===== config.mk =====
export PLATFORM = sky130hd
export DESIGN_NAME = selr_special_read
export DESIGN_NICKNAME = d
export VERILOG_FILES = /design/src/inc/selr_pkg.sv /design/src/selr_special_read.sv
export SDC_FILE = /design/constraint.sdc
export NUM_CORES = 1
export LEC_CHECK = 0
export BUFFER_PORTS_ARGS = -buffer_cell sky130_fd_sc_hd__buf_2
export CORE_UTILIZATION = 55
export DETAILED_ROUTE_END_ITERATION = 16
export PLACE_DENSITY = 0.8
export REMOVE_ABC_BUFFERS = 1
export SKIP_CTS_REPAIR_TIMING = 1
export SYNTH_ARGS = -nofsm -noshare
export SYNTH_HDL_FRONTEND = slang
export SYNTH_SLANG_ARGS = --single-unit

===== constraint.sdc =====
create_clock -name clock_i -period 3.9 [get_ports clock_i]
set_clock_uncertainty 0.15 [all_clocks]
set_input_delay 0.585 -clock clock_i [delete_from_list [all_inputs] [get_ports clock_i]]
set_output_delay 0.585 -clock clock_i [all_outputs]
set_load 0.01 [all_outputs]

===== src/inc/selr_pkg.sv =====
// Purpose: Shared constants and types for the lock-status and serial-number
//          read block of a serial EEPROM slave.
// Assumes: One system clock of 40 MHz samples the serial link pins.
// Notes:   Nothing here is synthesised on its own.
//
// Functional notes
// - Opcode 83h with region bits 10 selects a lock-status read.
// - Bit 1 of the returned status byte is the sector locked flag.
// - The status byte repeats every eight clocks while select stays low.
// - Select high ends any special read at once.
// - Frame is select low, eight opcode bits, then sixteen address bits.
// - Address bit 9 set selects the serial-number read; upper bits ignored.
// - Address bits 3 to 0 give the starting serial-number byte.
// - The 128-bit serial number is fixed and never writable.
// - Output bits change on falling serial-clock edges after the address.
// - After byte fifteen the serial-number index wraps to byte zero.
// - Opcode and address bits are captured on rising serial-clock edges.
// - Region bits 00 return security-sector data bytes instead.
// - Lock flag is set only by an enabled lock command with bit 1 set.
// - Security-sector reads are refused while a write cycle runs.
package selr_pkg;
    localparam logic [7:0] SELR_OP_SPECIAL_READ = 8'h83;
    localparam int         SELR_OP_BITS         = 8;
    localparam int         SELR_ADDR_BITS       = 16;
    localparam int         SELR_HDR_BITS        = SELR_OP_BITS + SELR_ADDR_BITS;
    localparam int         SELR_LOCK_BIT        = 1;
    localparam int         SELR_REGION_HI       = 10;
    localparam int         SELR_REGION_LO       = 9;
    localparam int         SELR_SERNUM_SEL_BIT  = 9;
    localparam logic [1:0] SELR_REGION_SECTOR   = 2'h0;
    localparam logic [1:0] SELR_REGION_LOCK     = 2'h2;
    localparam int         SELR_SERNUM_BYTES    = 16;
    localparam int         SELR_SECTOR_BYTES    = 32;
    // Arbitrary value; each real part carries its own fixed number.
    localparam logic [127:0] SELR_SERNUM_DEFAULT =
        128'h0123_4567_89AB_CDEF_FEDC_BA98_7654_3210;

    typedef enum logic [2:0] {
        SELR_IDLE   = 3'h0,
        SELR_HEADER = 3'h1,
        SELR_DATA   = 3'h3,
        SELR_IGNORE = 3'h2
    } selr_state_t;

    typedef enum logic [1:0] {
        SELR_SRC_LOCK   = 2'h0,
        SELR_SRC_SERNUM = 2'h1,
        SELR_SRC_SECTOR = 2'h2
    } selr_src_t;

    // Synchronised view of the three link inputs.
    typedef struct packed {
        logic sel_n;
        logic sclk;
        logic sdi;
    } selr_link_t;
endpackage


===== src/selr_special_read.sv =====
// Purpose: Device-side shifter for lock-status, serial-number and sector
//          reads that share one opcode on the serial link.
// Assumes: Link pins are asynchronous and sampled by clock_i at 40 MHz;
//          serial clock is slow enough to be seen high and low (mode 0/3).
// Notes:   Sector data and write-in-progress come from the array logic.
`timescale 1ns/1ps
module selr_special_read #(
    parameter logic [127:0] SERNUM_VALUE = selr_pkg::SELR_SERNUM_DEFAULT
) (
    input  wire logic        clock_i,
    input  wire logic        sys_rst_i,
    input  wire logic        sel_n_i,
    input  wire logic        sclk_i,
    input  wire logic        serial_in_pin_i,
    input  wire logic        sector_locked_flag_i,
    input  wire logic        write_busy_i,
    input  wire logic [7:0]  sector_data_i,
    output logic      [4:0]  sector_index_o,
    output logic             sdo_o,
    output logic             sdo_oe_o
);
    // SERNUM_VALUE is arbitrary; each part carries its own fixed number.
    // It has no write path, so no instruction can alter it.

    selr_pkg::selr_link_t meta_r, sync_r, prev_r;
    selr_pkg::selr_state_t state_r, state_nxt;
    selr_pkg::selr_src_t   src_r, src_nxt;
    logic [4:0]  cnt_r, cnt_nxt;
    logic [23:0] hdr_r, hdr_nxt;
    logic [2:0]  bit_r, bit_nxt;
    logic [4:0]  idx_r, idx_nxt;
    logic [7:0]  byte_r, byte_nxt;
    logic        sdo_r, sdo_nxt;
    logic        oe_r, oe_nxt;
    logic        rise, fall, sel_act;
    logic        sernum_sel;
    logic [23:0] hdr_full;
    logic [15:0] addr;
    logic [1:0]  region;
    logic [7:0]  start_byte;

    // Two stages before any logic looks at a pin.
    always_ff @(posedge clock_i) begin
        if (sys_rst_i) begin
            meta_r <= '{sel_n: 1'b1, sclk: 1'b0, sdi: 1'b0};
            sync_r <= '{sel_n: 1'b1, sclk: 1'b0, sdi: 1'b0};
            prev_r <= '{sel_n: 1'b1, sclk: 1'b0, sdi: 1'b0};
        end else begin
            meta_r <= '{sel_n: sel_n_i, sclk: sclk_i, sdi: serial_in_pin_i};
            sync_r <= meta_r;
            prev_r <= sync_r;
        end
    end

    assign sel_act  = !sync_r.sel_n;
    assign rise     = sel_act && sync_r.sclk && !prev_r.sclk;
    assign fall     = sel_act && !sync_r.sclk && prev_r.sclk;
    assign hdr_full = {hdr_r[22:0], sync_r.sdi};
    assign addr     = hdr_full[selr_pkg::SELR_ADDR_BITS-1:0];
    assign region   = addr[selr_pkg::SELR_REGION_HI:selr_pkg::SELR_REGION_LO];
    assign sernum_sel = addr[selr_pkg::SELR_SERNUM_SEL_BIT];

    function automatic logic [7:0] sernum_byte(input logic [3:0] i);
        sernum_byte = SERNUM_VALUE[127 - 8 * i -: 8];
    endfunction

    always_comb begin
        start_byte = 8'h00;
        case (src_r)
            selr_pkg::SELR_SRC_LOCK: begin
                start_byte = 8'h00;
                // Only the lock path sets this flag, and only for an enabled
                // lock command whose data bit 1 is one.
                start_byte[selr_pkg::SELR_LOCK_BIT] = sector_locked_flag_i;
            end
            selr_pkg::SELR_SRC_SERNUM: start_byte = sernum_byte(idx_r[3:0]);
            selr_pkg::SELR_SRC_SECTOR: start_byte = sector_data_i;
            default:                   start_byte = 8'h00;
        endcase
    end

    always_comb begin
        state_nxt = state_r;
        src_nxt   = src_r;
        cnt_nxt   = cnt_r;
        hdr_nxt   = hdr_r;
        bit_nxt   = bit_r;
        idx_nxt   = idx_r;
        byte_nxt  = byte_r;
        sdo_nxt   = sdo_r;
        oe_nxt    = oe_r;
        if (!sel_act) begin
            // Select high aborts everything and releases the line.
            state_nxt = selr_pkg::SELR_IDLE;
            oe_nxt    = 1'b0;
            cnt_nxt   = 5'h00;
        end else begin
            case (state_r)
                selr_pkg::SELR_IDLE: begin
                    state_nxt = selr_pkg::SELR_HEADER;
                    cnt_nxt   = 5'h00;
                end
                selr_pkg::SELR_HEADER: begin
                    if (rise) begin
                        hdr_nxt = hdr_full;
                        cnt_nxt = cnt_r + 5'h01;
                        if (cnt_r == 5'(selr_pkg::SELR_HDR_BITS - 1)) begin
                            state_nxt = selr_pkg::SELR_DATA;
                            bit_nxt   = 3'h7;
                            if (hdr_full[23:16] != selr_pkg::SELR_OP_SPECIAL_READ)
                                state_nxt = selr_pkg::SELR_IGNORE;
                            else if (region == selr_pkg::SELR_REGION_LOCK)
                                src_nxt = selr_pkg::SELR_SRC_LOCK;
                            else if (sernum_sel) begin
                                src_nxt = selr_pkg::SELR_SRC_SERNUM;
                                idx_nxt = {1'b0, addr[3:0]};
                            end else if (region == selr_pkg::SELR_REGION_SECTOR
                                         && !write_busy_i) begin
                                src_nxt = selr_pkg::SELR_SRC_SECTOR;
                                idx_nxt = addr[4:0];
                            end else
                                state_nxt = selr_pkg::SELR_IGNORE;
                        end
                    end
                end
                selr_pkg::SELR_DATA: begin
                    if (fall) begin
                        oe_nxt = 1'b1;
                        if (bit_r == 3'h7) begin
                            sdo_nxt  = start_byte[7];
                            byte_nxt = {start_byte[6:0], 1'b0};
                        end else begin
                            sdo_nxt  = byte_r[7];
                            byte_nxt = {byte_r[6:0], 1'b0};
                        end
                        bit_nxt = bit_r - 3'h1;
                        if (bit_r == 3'h0) begin
                            // Lock status never advances.
                            if (src_r == selr_pkg::SELR_SRC_SERNUM)
                                idx_nxt = {1'b0, idx_r[3:0] + 4'h1};
                            else if (src_r == selr_pkg::SELR_SRC_SECTOR)
                                idx_nxt = idx_r + 5'h01;
                        end
                    end
                end
                selr_pkg::SELR_IGNORE: oe_nxt = 1'b0;
                default: state_nxt = selr_pkg::SELR_IDLE;
            endcase
        end
    end

    always_ff @(posedge clock_i) begin
        if (sys_rst_i) begin
            state_r <= selr_pkg::SELR_IDLE;
            src_r   <= selr_pkg::SELR_SRC_LOCK;
            cnt_r   <= 5'h00;
            hdr_r   <= 24'h000000;
            bit_r   <= 3'h7;
            idx_r   <= 5'h00;
            byte_r  <= 8'h00;
            sdo_r   <= 1'b0;
            oe_r    <= 1'b0;
        end else begin
            state_r <= state_nxt;
            src_r   <= src_nxt;
            cnt_r   <= cnt_nxt;
            hdr_r   <= hdr_nxt;
            bit_r   <= bit_nxt;
            idx_r   <= idx_nxt;
            byte_r  <= byte_nxt;
            sdo_r   <= sdo_nxt;
            oe_r    <= oe_nxt;
        end
    end

    assign sdo_o          = sdo_r;
    assign sdo_oe_o       = oe_r;
    assign sector_index_o = idx_r;
endmodule


# Yosys cells after proc, flatten, opt, wreduce, memory -nomap -nowiden
# Cells that the tools add are included.
[totals]
ff_bits = 58
in_bits = 15
[op_classes]
add_sub_neg = 5
eq_ne = 17
shift = 1
n_mux = 32
bitwise_logic = 3
n_reduce_logical = 27
[ops]
columns = ["op", "count"]
rows = [
  ["$shiftx A135 B33 Y8 const A", 1],
  ["$mux W5", 11],
  ["$pmux W8 S3", 1],
  ["$pmux W5 S2", 2],
  ["$mux W3", 5],
  ["$ne A2 B2 Y1 const B", 6],
  ["$add A5 B1 Y5 const B", 2],
  ["$reduce_and A10 Y1", 1],
  ["$pmux W3 S3", 1],
  ["$reduce_and A3 Y1", 3],
  ["$mux W8", 1],
  ["$ne A8 B8 Y1 const B", 1],
  ["$sub A7 B7 Y8 const A", 1],
  ["$eq A3 B2 Y1 const B", 2],
  ["$logic_not A3 Y1", 2],
  ["$mux W1", 6],
  ["$mux W2", 3],
  ["$ne A3 B3 Y1 const B", 2],
  ["$pmux W3 S2", 1],
  ["$reduce_and A6 Y1", 1],
  ["$reduce_bool A2 Y1", 3],
  ["$eq A5 B5 Y1 const B", 1],
  ["$logic_and A1 B1 Y1", 5],
  ["$reduce_and A5 Y1", 1],
  ["other kinds (13)", 22],
]

# Logic depth before layout (Yosys ltp)
[logic_depth]
ltp_word = 9
mapped_depth = 8
mapped_depth_nobuf = 7

# Least setup slack after synthesis
# Ideal clock, no wire load.
[synth_path]
path_kind = "reg2reg"
start = "register sync_r[2] (netlist name)"
end = "register idx_r[2] (netlist: sector_index_o[2])"
arrival_ns = 1.590
required_ns = 3.664
path_slack_ns = 2.073
stages_incl_launch_ff = 8
path_cell_list = "dfxtp_1 -> buf_6 -> or3b_4 -> nor3_4 -> o22a_1 -> buf_6 -> o21ai_2 -> a221oi_2"
[synth_via]
elab_chain_cells = 5
[synth_lines]
columns = ["element", "line_no", "rtl"]
rows = [
  ["start: declaration", "selr_special_read.sv:25", "selr_pkg::selr_link_t meta_r, sync_r, prev_r;"],
  ["start signal: assignment", "selr_special_read.sv:46", "sync_r <= '{sel_n: 1'b1, sclk: 1'b0, sdi: 1'b0};"],
  ["start signal: assignment", "selr_special_read.sv:50", "sync_r <= meta_r;"],
  ["$logic_not A1 Y1", "selr_special_read.sv:55", "assign sel_act = !sync_r.sel_n;"],
  ["$logic_and A1 B1 Y1 (on tied branches) (2 in a row)", "selr_special_read.sv:57, selr_special_read.sv:56", ""],
  ["$ne A2 B2 Y1 (no line)", "n/a", ""],
  ["$reduce_and A10 Y1 (no line) *", "n/a", ""],
  ["end signal: assignment", "selr_special_read.sv:169", "idx_r <= idx_nxt;"],
  ["end: declaration", "selr_special_read.sv:31", "logic [4:0] idx_r, idx_nxt;"],
]
# Mark *: on every way between the ends. The rest lies on a longest branch, timed or not.
# A chain may end at the register's enable or synchronous reset.

# Worst setup path in the final report
[layout_path]
start = "register sync_r[2] (netlist name)"
end = "register cnt_r[0]"
[layout_via]
elab_chain_cells = 5
[layout_lines]
columns = ["element", "line_no", "rtl"]
rows = [
  ["$logic_not A1 Y1", "selr_special_read.sv:55", ""],
  ["$logic_and A1 B1 Y1 (2 in a row)", "selr_special_read.sv:56", "assign rise = sel_act && sync_r.sclk && !prev_r.sclk;"],
  ["$ne A2 B2 Y1 (no line)", "n/a", ""],
  ["$reduce_and A2 Y1 (no line)", "n/a", ""],
  ["end signal: assignment", "selr_special_read.sv:166", "cnt_r <= cnt_nxt;"],
  ["end: declaration", "selr_special_read.sv:28", "logic [4:0] cnt_r, cnt_nxt;"],
]
# Several ways; a longest one is shown, not always the timed one.

==> impl_metrics.csv <==
group,metric,value,unit
die,core_area,4350,um^2
critical_path,path_class,"reg -> reg",
final_layout,final_area,2760,um^2
die,row_count,24,
yosys,ys_seq_area_share,44.7,%
critical_path,r2r_end,"cnt_r[0]",
min_path,hold_depth,1,
cts,tritoncts,"done",
global_route,gr-usage-all-layers,20.7,%
timing,worstMarginPinSlew,0.943,ns
timing,period_share,58.7,%
drt,drc,0,
min_path,hold_path_class,"reg -> reg",
cts,clock-sinks,56,
drt,vias,2004,
global_route,use_met3,5.23,%
global_route,grt_pass1_vias,1864,
place,gp_congestion,0.824,
critical_path,crit_fanout,25,
critical_path,worstPathRequired,3.94,ns
place,placed_area,2600,um^2
critical_path,cp_slowest_stage_delay,0.69,ns
final_layout,fin_cells,364,
global_route,grt_pass1_wl,8170,um
global_route,met2_usage,32.9,%
global_route,gr-usage-met1,27.9,%
critical_path,r2r_slack,1.61,ns
drt,drt_iter0_drc,137,
die,die-area,4830,um^2
drt,first_pass_iters,4,
die,start_util,57.6,%
timing,setup_slack,1.61,ns
global_route,overflow,0,
place,dp.cells,356,
critical_path,r2r_start,"sync_r[2]",
timing,fin_crit,2.29,ns
global_route,antenna_found_initial,0,
timing,rsz0062_at_grt,"false",
critical_path,critical_path_buf_inv_count,0,
timing,finalSetupViolCount,0,
global_route,grt_max_degree,41,
min_path,min-delay-start,"meta_r[2]",
cts,cts_root_buf,"clkbuf_8",
final_layout,area_growth,9.88,%
critical_path,critPathCaptureType,"register",
job,maxCapViolations,0,
critical_path,arrival,2.32,ns
critical_path,reg2reg_depth,4,
timing,timing.slew.headroom,36.9,%
yosys,netlist_area,2510,um^2
yosys,syn_inst,301,
drt,avgViaCountPerCell,5.51,
yosys,ys_warn_count,0,
pwr,irDropWorstVdd,0.279,mV
global_route,busiest_layer,"met2",
drt,routed_wl,4570,um
die,die_h,69.5,um
timing,report.final.slew_viol_count,0,
yosys,avgSynthCellArea,8.33,um^2
cts,path_clk_slew,0.09,ns
cts,clock_path_buffers,2,
pwr,pwr_density_cell,400,nW/um^2
min_path,hold_end,"sync_r[2]",
final_layout,antenna_cells,0,
place,dp_worst_setup_slack,1.67,ns
place,hpwl,3100,um
cts,insertion_delay,0.30,ns
final_layout,finalNetCount,338,
timing,tns,0,ns
timing,fmax,0.437,GHz
timing,hold_violations,0,
final_layout,drive_gt1_share,12.5,%
die,io_pins,22,
critical_path,critPathTopFamily,"simple AND/OR/NAND/NOR gates",
die,die_w,69.5,um
critical_path,worstPathCellList,"or3b_4 -> nor2_2 -> nor2_1 -> a2111oi_0",
cts,h-tree-depth,2,
place,numPortBuffers,21,
critical_path,critPathLaunchType,"register",
cts,cts_buffers,5,
yosys,ys_types,43,
pwr,leakage,1.04,nW
drt,ant_nets,0,
drt,routedWlPerCell,12.6,um
yosys,synth-seq-cells,56,
status,outcome,"finished, final reports clean",
critical_path,slowest_stage,"nor2_2",
## how the worst max path moves through the flow
stage	from	to	slack, ns	cells past startpoint
final	sync_r[2]	cnt_r[0]	1.61	4
after CTS	sync_r[2]	cnt_r[0]	1.63	4
after global routing	sync_r[2]	cnt_r[0]	1.44	4
after floorplan	sync_r[2]	cnt_r[0]	1.97	4
after global placement	sync_r[2]	cnt_r[0]	1.72	4
after detailed placement	sync_r[2]	cnt_r[0]	1.67	4
## stage by stage
| stage | utilization [%] | total power (W) | hold slack, ns |
|---|---|---|---|
| detailed placement | 59.6 | 0.000613 | 0.249 |
| CTS | 63.3 | 0.00111 | 0.271 |
| global route | 63.3 | 0.00114 | 0.290 |
| finish | 63.3 | 0.00110 | 0.266 |
| global placement | 59.6 | 0.000613 | 0.242 |
| floorplan | - | 0.000596 | 0.239 |
## worst register-to-register path: stages, from the launching register on
cell and delay, ns:
dfxtp_1 0.40, or3b_4 0.44, nor2_2 0.69, nor2_1 0.10
a2111oi_0 0.38
## power breakdown
part | internal (W) | switching [W] | total (W)
Clock | 0.000321 | 0.000182 | 0.000502
Sequential | 0.000575 | 0.00000273 | 0.000577
Combinational | 0.00000922 | 0.0000135 | 0.0000228
Total | 0.000905 | 0.000198 | 0.00110
## kinds of logic after synthesis
| kind of cell | synth area share, % |
|---|---|
| AO/OA/AOI/OAI | 17.7 |
| XOR/XNOR | 2.10 |
| adder cells (fa/ha/maj) | 5.99 |
| buffers and inverters | 5.04 |
| flip-flops | 44.7 |
| multiplexers | 2.40 |
| AND/OR/NAND/NOR | 22.1 |
## metal layers
metal / part of all wire, % / wire length, um / vias to the layer above
li1: - / - / 1041
met1: 47 / 2170 / 922
met2: 47 / 2150 / 34
met3: 3.9 / 176 / 7
met4: 1.6 / 72 / 0
met5: 0 / 0 / -
## Yosys cell counts
cell type,n,area (um^2)
clkbuf_1,14,52.6
nand3_1,6,30.0
o21bai_1,1,7.51
and4b_1,1,10.0
or3b_4,1,11.3
o211a_1,1,10.0
nand3b_1,1,7.51
a22oi_1,5,37.5
nand2b_1,1,6.26
nor3_1,2,10.0
o31ai_1,1,7.51
nand4_1,3,18.8
or2_2,4,25.0
nor2_2,1,6.26
a221oi_2,1,15.0
o311a_1,1,10.0
a211oi_1,5,37.5
xnor2_1,1,8.76
nand2_1,62,233
inv_1,10,37.5
ha_1,12,150
o211ai_1,4,30.0
nand4b_1,2,17.5
nor4_1,2,12.5
o21ai_2,1,8.76
nor4b_1,1,8.76
buf_6,2,22.5
a311oi_1,1,8.76
a21o_1,1,7.51
buf_1,1,3.75
a2111oi_0,1,8.76
o21ai_0,9,45.0
dfxtp_1,56,1120
o22a_1,1,8.76
a21oi_1,37,185
nor3_4,1,16.3
nor3b_1,1,7.51
mux2i_1,6,60.1
nor2b_1,7,43.8
buf_2,2,10.0
o21a_1,2,15.0
nor2_1,24,90.1
xor2_1,5,43.8
## state kept, by name, summed over array words and instances (netlist names)
signal / cells
src_r: 2
addr: 1
sync_r: 2
meta_r: 3
hdr_r: 23
sector_index_o: 5
cnt_r: 5
byte_r: 7
sdo_o: 1
prev_r: 1
state_r: 2
sdo_oe_o: 1
bit_r: 3
## cell type report
cell class	instances	area, um^2
clock inverter	3	90.1
fill	359	1600
inverter	10	37.5
sequential	56	1120
timing repair buffer	22	113
clock buffer	5	68.8
tap	52	65.1
multi-input combinational	216	1260
## cells in the final DEF (no fill, tap or decap), types with 2 or more instances in the layout
cell       netlist  routed
nor2_1          24      24
buf_2            2      21
mux2i_1          6       6
o21a_1           2       2
a22oi_1          5       5
o21ai_0          9       9
bufinv_16        0       3
dfxtp_1         56      56
nand3_1          6       6
nand2_1         62      62
or2_2            4       4
ha_1            12      12
nor3_1           2       2
nor4_1           2       2
nand4_1          3       3
nand4b_1         2       2
nor2b_1          7       7
a21oi_1         37      37
xor2_1           5       5
o211ai_1         4       4
clkbuf_8         0       5
inv_1           10      10
a211oi_1         5       5
Power figures use the tool's default switching activity.
